`src/rtl/acc_pkg.sv`:
```
// Package for the conversion control block: map, fields, timing, types
package acc_pkg;
  // Register indices; each register sits at byte address index * 4
  localparam logic [7:0] ACC_IDX_RES_LO  = 8'h24;
  localparam logic [7:0] ACC_IDX_RES_HI  = 8'h25;
  localparam logic [7:0] ACC_IDX_CTRL    = 8'h26;
  localparam logic [7:0] ACC_IDX_CLKSEL  = 8'h27;
  localparam logic [7:0] ACC_IDX_IRQ_STS = 8'h28;
  localparam logic [7:0] ACC_IDX_IRQ_MSK = 8'h29;
  localparam logic [7:0] ACC_A_RES_LO    = {ACC_IDX_RES_LO[5:0], 2'b00};
  localparam logic [7:0] ACC_A_RES_HI    = {ACC_IDX_RES_HI[5:0], 2'b00};
  localparam logic [7:0] ACC_A_CTRL      = {ACC_IDX_CTRL[5:0], 2'b00};
  localparam logic [7:0] ACC_A_CLKSEL    = {ACC_IDX_CLKSEL[5:0], 2'b00};
  localparam logic [7:0] ACC_A_IRQ_STS   = {ACC_IDX_IRQ_STS[5:0], 2'b00};
  localparam logic [7:0] ACC_A_IRQ_MSK   = {ACC_IDX_IRQ_MSK[5:0], 2'b00};

  // Control register fields
  localparam int unsigned ACC_CHAN_LSB  = 0;
  localparam int unsigned ACC_PCR_LSB   = 3;
  localparam int unsigned ACC_EOC_BIT   = 6;
  localparam int unsigned ACC_START_BIT = 7;
  // Clock select fields
  localparam int unsigned ACC_DIV_LSB   = 0;
  localparam int unsigned ACC_TEST_BIT  = 7;

  // Conversion clock divide codes and their last counter values
  localparam logic [1:0] ACC_SEL_DIV2  = 2'h0;
  localparam logic [1:0] ACC_SEL_DIV8  = 2'h1;
  localparam logic [1:0] ACC_SEL_DIV32 = 2'h2;
  localparam logic [4:0] ACC_LIM_DIV2  = 5'h01;
  localparam logic [4:0] ACC_LIM_DIV8  = 5'h07;
  localparam logic [4:0] ACC_LIM_DIV32 = 5'h1f;

  // Conversion timing in conversion-clock periods
  localparam int unsigned ACC_RES_W        = 12;
  localparam logic [6:0]  ACC_SAMPLE_LAST  = 7'h1f;  // 32 periods
  localparam logic [6:0]  ACC_CONV_LAST    = 7'h4f;  // 80 periods
  localparam logic [1:0]  ACC_SLOT_LAST    = 2'h3;   // 4 periods a bit
  localparam logic [11:0] ACC_SAR_MSB      = 12'h800;

  // Interrupt status bits
  localparam int unsigned ACC_IRQ_W     = 2;
  localparam int unsigned ACC_IRQ_DONE  = 0;
  localparam int unsigned ACC_IRQ_ABORT = 1;

  localparam logic [1:0] ACC_RESP_OKAY   = 2'h0;
  localparam logic [1:0] ACC_RESP_SLVERR = 2'h2;

  typedef enum logic [1:0] {
    ACC_ST_IDLE   = 2'b00,
    ACC_ST_HOLD   = 2'b01,
    ACC_ST_SAMPLE = 2'b10,
    ACC_ST_CONV   = 2'b11
  } acc_state_t;

  // Signals towards the analog converter
  typedef struct packed {
    logic        power_on;
    logic        conv_reset;
    logic        sample;
    logic [2:0]  chan;
    logic [11:0] trial;
  } acc_afe_t;

  typedef struct packed {
    logic                 awready;
    logic                 wready;
    logic                 arready;
    logic                 aw_ok;
    logic [7:0]           aw_addr;
    logic                 w_ok;
    logic [7:0]           w_data;
    logic                 w_lane0;
    logic                 bvalid;
    logic [1:0]           bresp;
    logic                 rvalid;
    logic [7:0]           rdata;
    logic [1:0]           rresp;
    logic [2:0]           chan;
    logic [2:0]           pcr;
    logic                 eoc_n;
    logic                 start;
    logic [1:0]           div_sel;
    logic                 test;
    logic [11:0]          res;
    logic [ACC_IRQ_W-1:0] sts;
    logic [ACC_IRQ_W-1:0] msk;
    logic                 irq;
    acc_state_t           st;
    logic [6:0]           ticks;
    logic [11:0]          sar;
    logic [11:0]          bitp;
    logic                 cmp_meta;
    logic                 cmp_sync;
    logic [7:0]           pb_analog;
    acc_afe_t             afe;
  } acc_core_t;

  typedef struct packed {
    logic [4:0] cnt;
    logic       tick;
    logic       clk;
  } acc_div_t;

  // Lines 0..n-1 of port B become analog; n = 7 makes all eight lines analog
  function automatic logic [7:0] acc_pin_mask(input logic [2:0] n);
    logic [7:0] m;
    m = 8'h00;
    for (int i = 0; i < 8; i++) begin
      m[i] = (3'(i) < n) || (n == 3'h7);
    end
    return m;
  endfunction
endpackage

```
`src/rtl/acc_clk_div.sv`:
```
// Conversion clock divider: one tick per conversion-clock period
`timescale 1ns/1ps
`default_nettype none
module acc_clk_div
  import acc_pkg::*;
#(
  parameter int unsigned CNT_W = 5
) (
  input  wire logic       aclk,     // System clock
  input  wire logic       aresetn,  // Synchronous reset, low
  input  wire logic [1:0] div_sel,  // Divide code
  input  wire logic       restart,  // Realign period to now
  output logic            tick,     // One pulse per period
  output logic            conv_clk  // Divided clock level
);
  if (CNT_W != 5) begin : g_bad_width
    $error("acc_clk_div: CNT_W must be 5");
  end

  acc_div_t   q;
  acc_div_t   n;
  logic [4:0] lim;

  always_comb begin
    n = q;
    case (div_sel)
      ACC_SEL_DIV2:  lim = ACC_LIM_DIV2;
      ACC_SEL_DIV8:  lim = ACC_LIM_DIV8;
      ACC_SEL_DIV32: lim = ACC_LIM_DIV32;
      default:       lim = ACC_LIM_DIV32;  // Undefined code: slowest is safest
    endcase
    n.tick = !restart && (q.cnt == lim);
    n.cnt  = (restart || q.cnt >= lim) ? 5'h00 : q.cnt + 5'h01;
    n.clk  = n.cnt > (lim >> 1);
  end

  always_ff @(posedge aclk) begin
    if (!aresetn) begin
      q <= '0;
    end else begin
      q <= n;
    end
  end

  assign tick     = q.tick;
  assign conv_clk = q.clk;

  a_div2_period: assert property (@(posedge aclk) disable iff (!aresetn)
    (tick && div_sel == ACC_SEL_DIV2 && !restart) ##1 (div_sel == ACC_SEL_DIV2 && !restart)
    |=> tick)
    else $error("divide by 2 tick period wrong");
endmodule
`default_nettype wire

```
`src/rtl/acc_core.sv`:
```
// Conversion control block with AXI4-Lite register access
//
// Added by the designer: the AXI4-Lite slave port.
`timescale 1ns/1ps
`default_nettype none
// Functional notes
// - Control bits 2..0 pick one of eight analog inputs for the converter.
// - Control bits 5..3 give count n; port B lines 0..n-1 become analog, all eight for n = 7.
// - Pin configuration all zero powers the converter down.
// - Analog lines lose digital function and pull-up; converter powered on.
// - Control bit 6 is the completion flag, cleared when a conversion finishes.
// - Start bit rising sets the completion flag and holds the converter in reset.
// - Start bit rising then falling begins a conversion.
// - Clock select 00, 01, 10 divide system clock by 2, 8, 32.
// - High byte holds result 11..4; low byte bits 7..4 hold result 3..0.
// - Result registers are read-only; writes leave them unchanged.
// - A conversion takes 80 conversion clocks, the first 32 sampling.
module acc_core
  import acc_pkg::*;
#(
  parameter int unsigned RES_W = ACC_RES_W
) (
  input  wire logic        aclk,       // System clock
  input  wire logic        aresetn,    // Synchronous reset, low
  input  wire logic [31:0] awaddr,     // Write address
  input  wire logic        awvalid,    // Write address valid
  output logic             awready,    // Write address ready
  input  wire logic [31:0] wdata,      // Write data
  input  wire logic [3:0]  wstrb,      // Write byte enables
  input  wire logic        wvalid,     // Write data valid
  output logic             wready,     // Write data ready
  output logic [1:0]       bresp,      // Write response
  output logic             bvalid,     // Write response valid
  input  wire logic        bready,     // Write response ready
  input  wire logic [31:0] araddr,     // Read address
  input  wire logic        arvalid,    // Read address valid
  output logic             arready,    // Read address ready
  output logic [31:0]      rdata,      // Read data
  output logic [1:0]       rresp,      // Read response
  output logic             rvalid,     // Read data valid
  input  wire logic        rready,     // Read data ready
  input  wire logic        cmp_in,     // Comparator: input above trial code
  output acc_afe_t         afe,        // Converter control
  output logic             conv_clk,   // Conversion clock
  output logic [7:0]       pb_analog,  // Port B lines in analog use
  output logic             irq         // Level interrupt
);
  if (RES_W != 12) begin : g_bad_res
    $error("acc_core: result registers are packed for 12 bits");
  end

  acc_core_t            q;
  acc_core_t            n;
  logic                 tick;
  logic                 div_restart;
  logic                 do_write;
  logic                 start_rise;
  logic                 start_fall;
  logic [ACC_IRQ_W-1:0] ev;

  acc_clk_div #(
    .CNT_W (5)
  ) u_div (
    .aclk     (aclk),
    .aresetn  (aresetn),
    .div_sel  (q.div_sel),
    .restart  (div_restart),
    .tick     (tick),
    .conv_clk (conv_clk)
  );

  ////////////////////////////////////////////////////////////////////////////////
  always_comb begin
    n           = q;
    do_write    = 1'b0;
    div_restart = 1'b0;
    ev          = '0;

    // Address and data may arrive in either order
    if (q.awready && awvalid) begin
      n.aw_ok   = 1'b1;
      n.aw_addr = awaddr[7:0];
    end
    if (q.wready && wvalid) begin
      n.w_ok    = 1'b1;
      n.w_data  = wdata[7:0];
      n.w_lane0 = wstrb[0];
    end
    if (q.bvalid && bready) begin
      n.bvalid = 1'b0;
    end
    if (n.aw_ok && n.w_ok && !n.bvalid) begin
      do_write = 1'b1;
      n.aw_ok  = 1'b0;
      n.w_ok   = 1'b0;
      n.bvalid = 1'b1;
      n.bresp  = ACC_RESP_OKAY;
    end
    if (do_write) begin
      case (n.aw_addr)
        ACC_A_CTRL: begin
          if (n.w_lane0) begin
            n.chan  = n.w_data[ACC_CHAN_LSB +: 3];
            n.pcr   = n.w_data[ACC_PCR_LSB +: 3];
            n.start = n.w_data[ACC_START_BIT];
          end
        end
        ACC_A_CLKSEL: begin
          if (n.w_lane0) begin
            n.div_sel = n.w_data[ACC_DIV_LSB +: 2];
            n.test    = n.w_data[ACC_TEST_BIT];  // Stored only, no effect
          end
        end
        ACC_A_IRQ_STS: begin
          if (n.w_lane0) begin
            n.sts = q.sts & ~n.w_data[ACC_IRQ_W-1:0];
          end
        end
        ACC_A_IRQ_MSK: begin
          if (n.w_lane0) begin
            n.msk = n.w_data[ACC_IRQ_W-1:0];
          end
        end
        ACC_A_RES_LO, ACC_A_RES_HI: begin
          n.bresp = ACC_RESP_OKAY;
        end
        default: n.bresp = ACC_RESP_SLVERR;
      endcase
    end
    n.awready = !n.aw_ok && !n.bvalid;
    n.wready  = !n.w_ok && !n.bvalid;

    // Read channel, one outstanding
    if (q.rvalid && rready) begin
      n.rvalid = 1'b0;
    end
    if (q.arready && arvalid) begin
      n.rvalid = 1'b1;
      n.rresp  = ACC_RESP_OKAY;
      case (araddr[7:0])
        ACC_A_RES_LO:    n.rdata = {q.res[3:0], 4'h0};
        ACC_A_RES_HI:    n.rdata = q.res[11:4];
        ACC_A_CTRL:      n.rdata = {q.start, q.eoc_n, q.pcr, q.chan};
        ACC_A_CLKSEL:    n.rdata = {q.test, 5'h00, q.div_sel};
        ACC_A_IRQ_STS:   n.rdata = {6'h00, q.sts};
        ACC_A_IRQ_MSK:   n.rdata = {6'h00, q.msk};
        default: begin
          n.rdata = 8'h00;
          n.rresp = ACC_RESP_SLVERR;
        end
      endcase
    end
    n.arready = !n.rvalid;

    // Comparator crosses from the analog side
    n.cmp_meta = cmp_in;
    n.cmp_sync = q.cmp_meta;

    n.pb_analog    = acc_pin_mask(q.pcr);
    n.afe.power_on = (q.pcr != 3'h0);

    start_rise = !q.start && n.start;
    start_fall = q.start && !n.start;

    case (q.st)
      ACC_ST_IDLE: begin
        n.st = ACC_ST_IDLE;
      end
      ACC_ST_HOLD: begin
        if (start_fall) begin
          n.st             = ACC_ST_SAMPLE;
          n.ticks          = 7'h00;
          n.afe.chan       = n.chan;
          n.afe.conv_reset = 1'b0;
          n.afe.sample     = 1'b1;
          div_restart      = 1'b1;
        end
      end
      ACC_ST_SAMPLE: begin
        if (tick) begin
          n.ticks = q.ticks + 7'h01;
          if (q.ticks == ACC_SAMPLE_LAST) begin
            n.st         = ACC_ST_CONV;
            n.afe.sample = 1'b0;
            n.sar        = 12'h000;
            n.bitp       = ACC_SAR_MSB;
          end
        end
      end
      ACC_ST_CONV: begin
        if (tick) begin
          n.ticks = q.ticks + 7'h01;
          // Each bit gets four periods for the comparator to settle
          if (q.ticks[1:0] == ACC_SLOT_LAST) begin
            n.sar  = q.sar | (q.cmp_sync ? q.bitp : 12'h000);
            n.bitp = q.bitp >> 1;
          end
          if (q.ticks == ACC_CONV_LAST) begin
            n.res   = n.sar;
            n.eoc_n = 1'b0;
            n.st    = ACC_ST_IDLE;
            ev[ACC_IRQ_DONE] = 1'b1;
          end
        end
      end
      default: n.st = ACC_ST_IDLE;
    endcase
    n.afe.trial = n.sar | n.bitp;

    // A new start always wins, even mid-conversion
    if (start_rise) begin
      n.eoc_n          = 1'b1;
      n.st             = ACC_ST_HOLD;
      n.afe.conv_reset = 1'b1;
      n.afe.sample     = 1'b0;
      n.sar            = 12'h000;
      n.bitp           = 12'h000;
      n.afe.trial      = 12'h000;
      n.res            = q.res;
      ev[ACC_IRQ_ABORT] = (q.st == ACC_ST_SAMPLE) || (q.st == ACC_ST_CONV);
      ev[ACC_IRQ_DONE]  = 1'b0;
    end

    // Hardware set beats a software clear in the same cycle
    n.sts = n.sts | ev;
    n.irq = |(n.sts & n.msk);
  end

  always_ff @(posedge aclk) begin
    if (!aresetn) begin
      q <= '0;
    end else begin
      q <= n;
    end
  end

  assign awready   = q.awready;
  assign wready    = q.wready;
  assign bvalid    = q.bvalid;
  assign bresp     = q.bresp;
  assign arready   = q.arready;
  assign rvalid    = q.rvalid;
  assign rresp     = q.rresp;
  assign rdata     = {24'h000000, q.rdata};
  assign afe       = q.afe;
  assign pb_analog = q.pb_analog;
  assign irq       = q.irq;

  ////////////////////////////////////////////////////////////////////////////////
  a_chan_held: assert property (@(posedge aclk) disable iff (!aresetn)
    (q.st == ACC_ST_SAMPLE || q.st == ACC_ST_CONV) ##1 (q.st != ACC_ST_HOLD)
    |-> $stable(afe.chan))
    else $error("channel changed during a conversion");

  a_chan_route: assert property (@(posedge aclk) disable iff (!aresetn)
    (q.st == ACC_ST_HOLD && start_fall) |=> afe.chan == $past(n.chan))
    else $error("started channel differs from selection");

  a_pin_mask: assert property (@(posedge aclk) disable iff (!aresetn)
    ##1 pb_analog == acc_pin_mask($past(q.pcr)))
    else $error("port B analog mask wrong");

  a_power_state: assert property (@(posedge aclk) disable iff (!aresetn)
    ##1 afe.power_on == ($past(q.pcr) != 3'h0))
    else $error("converter power does not follow configuration");

  a_start_rise: assert property (@(posedge aclk) disable iff (!aresetn)
    start_rise |=> q.eoc_n && afe.conv_reset && q.st == ACC_ST_HOLD)
    else $error("start rise did not reset converter");

  a_fall_starts: assert property (@(posedge aclk) disable iff (!aresetn)
    (q.st == ACC_ST_HOLD && start_fall) |=> q.st == ACC_ST_SAMPLE && afe.sample
    && !afe.conv_reset)
    else $error("start fall did not begin sampling");

  a_sample_len: assert property (@(posedge aclk) disable iff (!aresetn)
    (q.st == ACC_ST_SAMPLE && tick && !start_rise && q.ticks == ACC_SAMPLE_LAST)
    |=> q.st == ACC_ST_CONV && !afe.sample && q.ticks == 7'h20)
    else $error("sampling phase length wrong");

  a_conv_done: assert property (@(posedge aclk) disable iff (!aresetn)
    (q.st == ACC_ST_CONV && tick && !start_rise && q.ticks == ACC_CONV_LAST)
    |=> !q.eoc_n && q.st == ACC_ST_IDLE && q.sts[ACC_IRQ_DONE])
    else $error("conversion end not flagged");

  a_result_hold: assert property (@(posedge aclk) disable iff (!aresetn)
    $changed(q.res) |-> $fell(q.eoc_n))
    else $error("result changed outside conversion end");

  a_eoc_only_end: assert property (@(posedge aclk) disable iff (!aresetn)
    $fell(q.eoc_n) |-> $past(q.st) == ACC_ST_CONV && $past(q.ticks) == ACC_CONV_LAST)
    else $error("completion flag cleared early");
endmodule
`default_nettype wire

```
`config.mk`:
```
export PLATFORM = sky130hd
export DESIGN_NAME = acc_core
export DESIGN_NICKNAME = d
export VERILOG_FILES = /design/src/rtl/acc_pkg.sv /design/src/rtl/acc_clk_div.sv /design/src/rtl/acc_core.sv
export SDC_FILE = /design/constraint.sdc
export NUM_CORES = 1
export LEC_CHECK = 0
export BUFFER_PORTS_ARGS = -buffer_cell sky130_fd_sc_hd__buf_2
export CORE_MARGIN = 2
export CORE_UTILIZATION = 37
export CTS_BUF_LIST = sky130_fd_sc_hd__clkbuf_4 sky130_fd_sc_hd__clkbuf_8
export DETAILED_ROUTE_END_ITERATION = 6
export PLACE_DENSITY = 0.64
export SKIP_LAST_GASP = 1
export SLEW_MARGIN = 20
export SYNTH_ARGS = -nofsm -noshare
export SYNTH_HDL_FRONTEND = slang
export SYNTH_SLANG_ARGS = --single-unit
```
`constraint.sdc`:
```
create_clock -name aclk -period 5.1 [get_ports aclk]
set_input_delay 1.275 -clock aclk [delete_from_list [all_inputs] [get_ports aclk]]
set_output_delay 1.275 -clock aclk [all_outputs]
set_load 0.01 [all_outputs]
```
# Word-level counts from Yosys, hierarchy flattened
# Index checks and enable logic that the tools add are counted.
[op_classes]
n_reduce_logical = 55
n_addsub = 2
mux = 56
n_bitwise = 8
n_lt_le_gt_ge = 10
n_eq_ne = 31
[ops]
columns = ["operator", "count"]
rows = [
  ["8-bit == test (second input constant)", 12],
  ["33-bit two-way mux", 2],
  ["24-bit two-way mux", 2],
  ["24-bit one-hot mux with 2 select lines", 1],
  ["8-bit one-hot mux with 6 select lines", 1],
  ["12-bit OR", 2],
  ["7-bit one-hot mux with 3 select lines", 1],
  ["1-bit two-way mux", 20],
  ["2-bit two-way mux", 10],
  ["6-bit two-way mux", 3],
  ["9-bit two-way mux", 2],
  ["1-bit logical AND", 12],
  ["3-bit < comparator (first input constant)", 4],
  ["12-bit two-way mux", 1],
  ["4-bit AND reduction", 3],
  ["2-bit nonzero test", 6],
  ["11-bit two-way mux", 1],
  ["1-bit logical OR", 10],
  ["10-bit two-way mux", 1],
  ["5-bit two-way mux", 2],
  ["5-bit one-hot mux with 2 select lines", 1],
  ["5-bit AND reduction", 2],
  ["3-bit two-way mux", 3],
  ["3-bit != test (second input constant)", 3],
  ["other kinds (31)", 57],
]
[word_totals]
out_inout_bits = 69
elab_cells = 202
input_bits = 108
reg_bits = 132

# Longest topological paths before layout
[depth]
word_depth = 13
depth_mapped = 18
ltp_nobuf = 16

# Cells and area by module
# A second synthesis with hierarchy kept.
[hier_totals]
cells_unflattened = 637
area_unflattened_um2 = 5750.5
[by_module_without_submodules]
columns = ["mod", "seq_area_each_um2", "n_inst", "area_per_inst_um2", "cells_per_inst"]
rows = [
  ["acc_core", 2462.4, 1, 5285.1, 587],
  ["acc_clk_div", 140.1, 1, 465.4, 50],
]

# Worst setup path after synthesis
# Ideal clock, no wire load.
[synth_timing]
kind = "input -> register"
startpoint = "input awaddr[0]"
endpoint = "register u_div.q (netlist bit u_div.conv_clk)"
setup_time_ps = 132
setup_slack_ps = 816
stages = 18
required_ps = 4968
n_path_buf = 2
arrival_time_ps = 4151
path_cell_list = "nor4b_4 -> nand2_1 -> a221oi_2 -> and3_2 -> buf_4 -> mux2i_1 -> ha_1 -> and2_1 -> clkbuf_1 -> nor3_1 -> and2_1 -> ha_1 -> nor2b_1 -> o21ai_0 -> nand2b_1 -> a21oi_1 -> a41o_1 -> a21oi_1"
[synth_rtl]
columns = ["item", "line", "source"]
rows = [
  ["start, declared", "acc_core.sv:25", "input wire logic [31:0] awaddr,"],
  ["end signal, assigned", "acc_clk_div.sv:41", "q <= n;"],
  ["end, declared", "acc_clk_div.sv:20", "acc_div_t q;"],
]

==> flow_summary.json <==
{
  "synth_compound_area_share_pct": 15.5,
  "ys.warnings.count": 0,
  "drt_iter0_drc": 263,
  "syn_inst": 638,
  "synthMuxAreaShare_pct": 3.88,
  "seqCellArea_sq_mm": 0.00260,
  "die_w_um": 128,
  "io_pins": 177,
  "vias_per_cell": 4.92,
  "place_ws_ps": 524,
  "outcome": "finished clean",
  "drc": 0,
  "area_growth_pct": 10.4,
  "synth_seq_cells": 130,
  "clockBufferDepth": 2,
  "finalHoldViolCount": 0,
  "grt_pass1_wl_um": 20000,
  "synth_adder_area_share_pct": 2.65,
  "synth_top_family_by_area": "simple AND/OR/NAND/NOR gates",
  "hold_buffers": 0,
  "num_rows": 45,
  "cts_tree": "yes",
  "synth-edff-count": 0,
  "cts_resized": 0,
  "dieArea_sq_mm": 0.0163,
  "power.density_mw_per_mm2": 347,
  "p_int_uw": 1600,
  "vias": 4313,
  "rsz0062_at_grt": "false",
  "synth_simple_gate_area_share_pct": 20.4,
  "fillers": 1534,
  "antenna_found_initial": 0,
  "grt_usage_pct": 15.4,
  "layout.cells.most_common_list": "dfxtp_1, nor2_1, buf_2",
  "drtAntennaViolNets": 0,
  "cts.sinks": 130,
  "cp.required_ps": 5430,
  "syn_area_sq_mm": 0.00568,
  "synth.distinct_cells": 62,
  "end_kind": "flop",
  "relSlewSlack_pct": 43.3,
  "drive_gt1_share_pct": 20.2,
  "cts_setup_buffers": 0,
  "fin_tns_setup_ps": 0,
  "min_period_ps": 4140,
  "crit_type": "input pin to flop",
  "multi_input_area_sq_mm": 0.00253,
  "core-area_sq_mm": 0.0151,
  "start_kind": "input pin",
  "dp_hpwl_um": 8630,
  "p_comb_share_pct": 10.6,
  "grt.overflow.total": 0,
  "synth_xor_area_share_pct": 0.463,
  "first_global_vias": 4116,
  "hold_path_class": "flop to flop",
  "cp_max_fo": 6,
  "wl_um": 12000,
  "cp.arrival_ps": 4460,
  "tightest_slew_ps": 851,
  "fmax_mhz": 242,
  "synthFlopType": "dfxtp_1",
  "clock_skew_ps": 15.1,
  "leakage_uw": 0.00262,
  "cap_violations": 0,
  "wl_per_cell_um": 13.7,
  "htreeDepth": 4,
  "diodes": 0,
  "swShare_pct": 26.5,
  "cts_buffers": 17,
  "synth.avg_cell_area_sq_um": 8.90,
  "drtPass1Iterations": 4,
  "grt_max_degree": 33,
  "clk_pin_slew_ps": 70,
  "worst_slack_ps": 961,
  "fin_crit_sh_pct": 81.2,
  "switching_power_uw": 577,
  "clock_latency_ps": 450,
  "finalSetupViolations": 0,
  "p_clk_share_pct": 40.4,
  "ir_worst_vdd_uv": 172,
  "synth-async-reset-ratio_pct": 0,
  "fin_util_pct": 41.5,
  "yosysSeqAreaShare_pct": 45.9,
  "portBuffers": 75,
  "root_buffer": "clkbuf_8",
  "final_nets": 796,
  "mostFrequentLayoutCell": "dfxtp_1",
  "drv_slew": 0,
  "start_util_pct": 37.6,
  "die_y_um": 128,
  "p_seq_share_pct": 49.0,
  "gp_congestion": 0.764
}
-- area by class of cell --
class	instances	area share, %
Multi-Input combinational cell	431	40.3
Clock inverter	14	2.48
Timing Repair Buffer	86	7.37
Inverter	10	0.599
Tap cell	188	3.75
Clock buffer	18	3.95
Sequential cell	130	41.5
-- through the flow --
stage | instances | hold WS (ps) | total power, uW | area, sq um
2_1_floorplan | 662 | 412 | 1260 | 5770
3_3_place_gp | 844 | 414 | 1320 | 5850
3_5_place_dp | 845 | 419 | 1320 | 5870
4_1_cts | 877 | 442 | 2200 | 6270
5_1_grt | 877 | 477 | 2280 | 6270
6_report | 877 | 439 | 2170 | 6270
-- cell families after synthesis --
group                    Yosys count
AO/OA/AOI/OAI                    137
other                              1
flip-flops                       130
multiplexers                      21
buffers and inverters            101
AND/OR/NAND/NOR                  233
XOR/XNOR                           3
adder cells (fa/ha/maj)           12
-- Yosys cell counts (9+ instances only) --
master | number | share of area, %
nand3_1 | 18 | 1.6
a211oi_1 | 12 | 1.6
o21ai_0 | 16 | 1.4
and2_1 | 16 | 1.8
buf_4 | 64 | 8.5
a21oi_1 | 51 | 4.5
o22ai_1 | 12 | 1.3
nor2_1 | 80 | 5.3
nand2b_1 | 11 | 1.2
ha_1 | 12 | 2.6
nor3_1 | 10 | 0.88
clkbuf_1 | 18 | 1.2
a22oi_1 | 14 | 1.9
inv_1 | 9 | 0.60
nand2_1 | 56 | 3.7
dfxtp_1 | 130 | 46
mux2i_1 | 15 | 2.6
-- final timing paths --
check	cells after the start	to	slack (ps)	from
setup / recovery	17	u_div.conv_clk	960	awaddr[0]
hold / removal	1	q[26]	440	n[26]
setup reg to reg	16	u_div.conv_clk	1540	q[113]
hold reg to reg	1	q[26]	440	n[26]
-- registers in the layout, summed over array words and instances, names as in the netlist, named ones only --
register / cells
bvalid: 1
wready: 1
arready: 1
irq: 1
rdata: 8
afe: 18
u_div.conv_clk: 1
u_div.q: 5
awready: 1
rvalid: 1
u_div.tick: 1
bresp: 1
n: 1
pb_analog: 8
q: 79
rresp: 1
-- layer usage --
layer	vias up	global-route usage, %	share of wire (%)
met5	-	0	0
met1	1978	19.6	48
met2	103	24.9	46
li1	2221	-	-
met4	0	5.75	1.1
met3	11	4.42	4.9
-- worst max-delay path: stages --
cell and delay (ps):
buf_2 120, nor4b_4 280, nand2_1 100, a221oi_2 340, and3_2 350, mux2i_1 320, ha_1 220, and2_1 240
nor3_1 90, and2_1 180, ha_1 300, nor2b_1 130, o21ai_0 140, nand2b_1 70, a21oi_1 140, a41o_1 100
a21oi_1 60
-- power groups by stage --
stage / Combinational [uW] / Clock (uW) / Sequential (uW)
5_1_grt: 263 / 945 / 1070
3_5_place_dp: 234 / 0 / 1090
3_3_place_gp: 229 / 0 / 1090
4_1_cts: 236 / 901 / 1070
6_report: 231 / 878 / 1060
2_1_floorplan: 172 / 0 / 1090
Power figures use the tool's default switching activity.
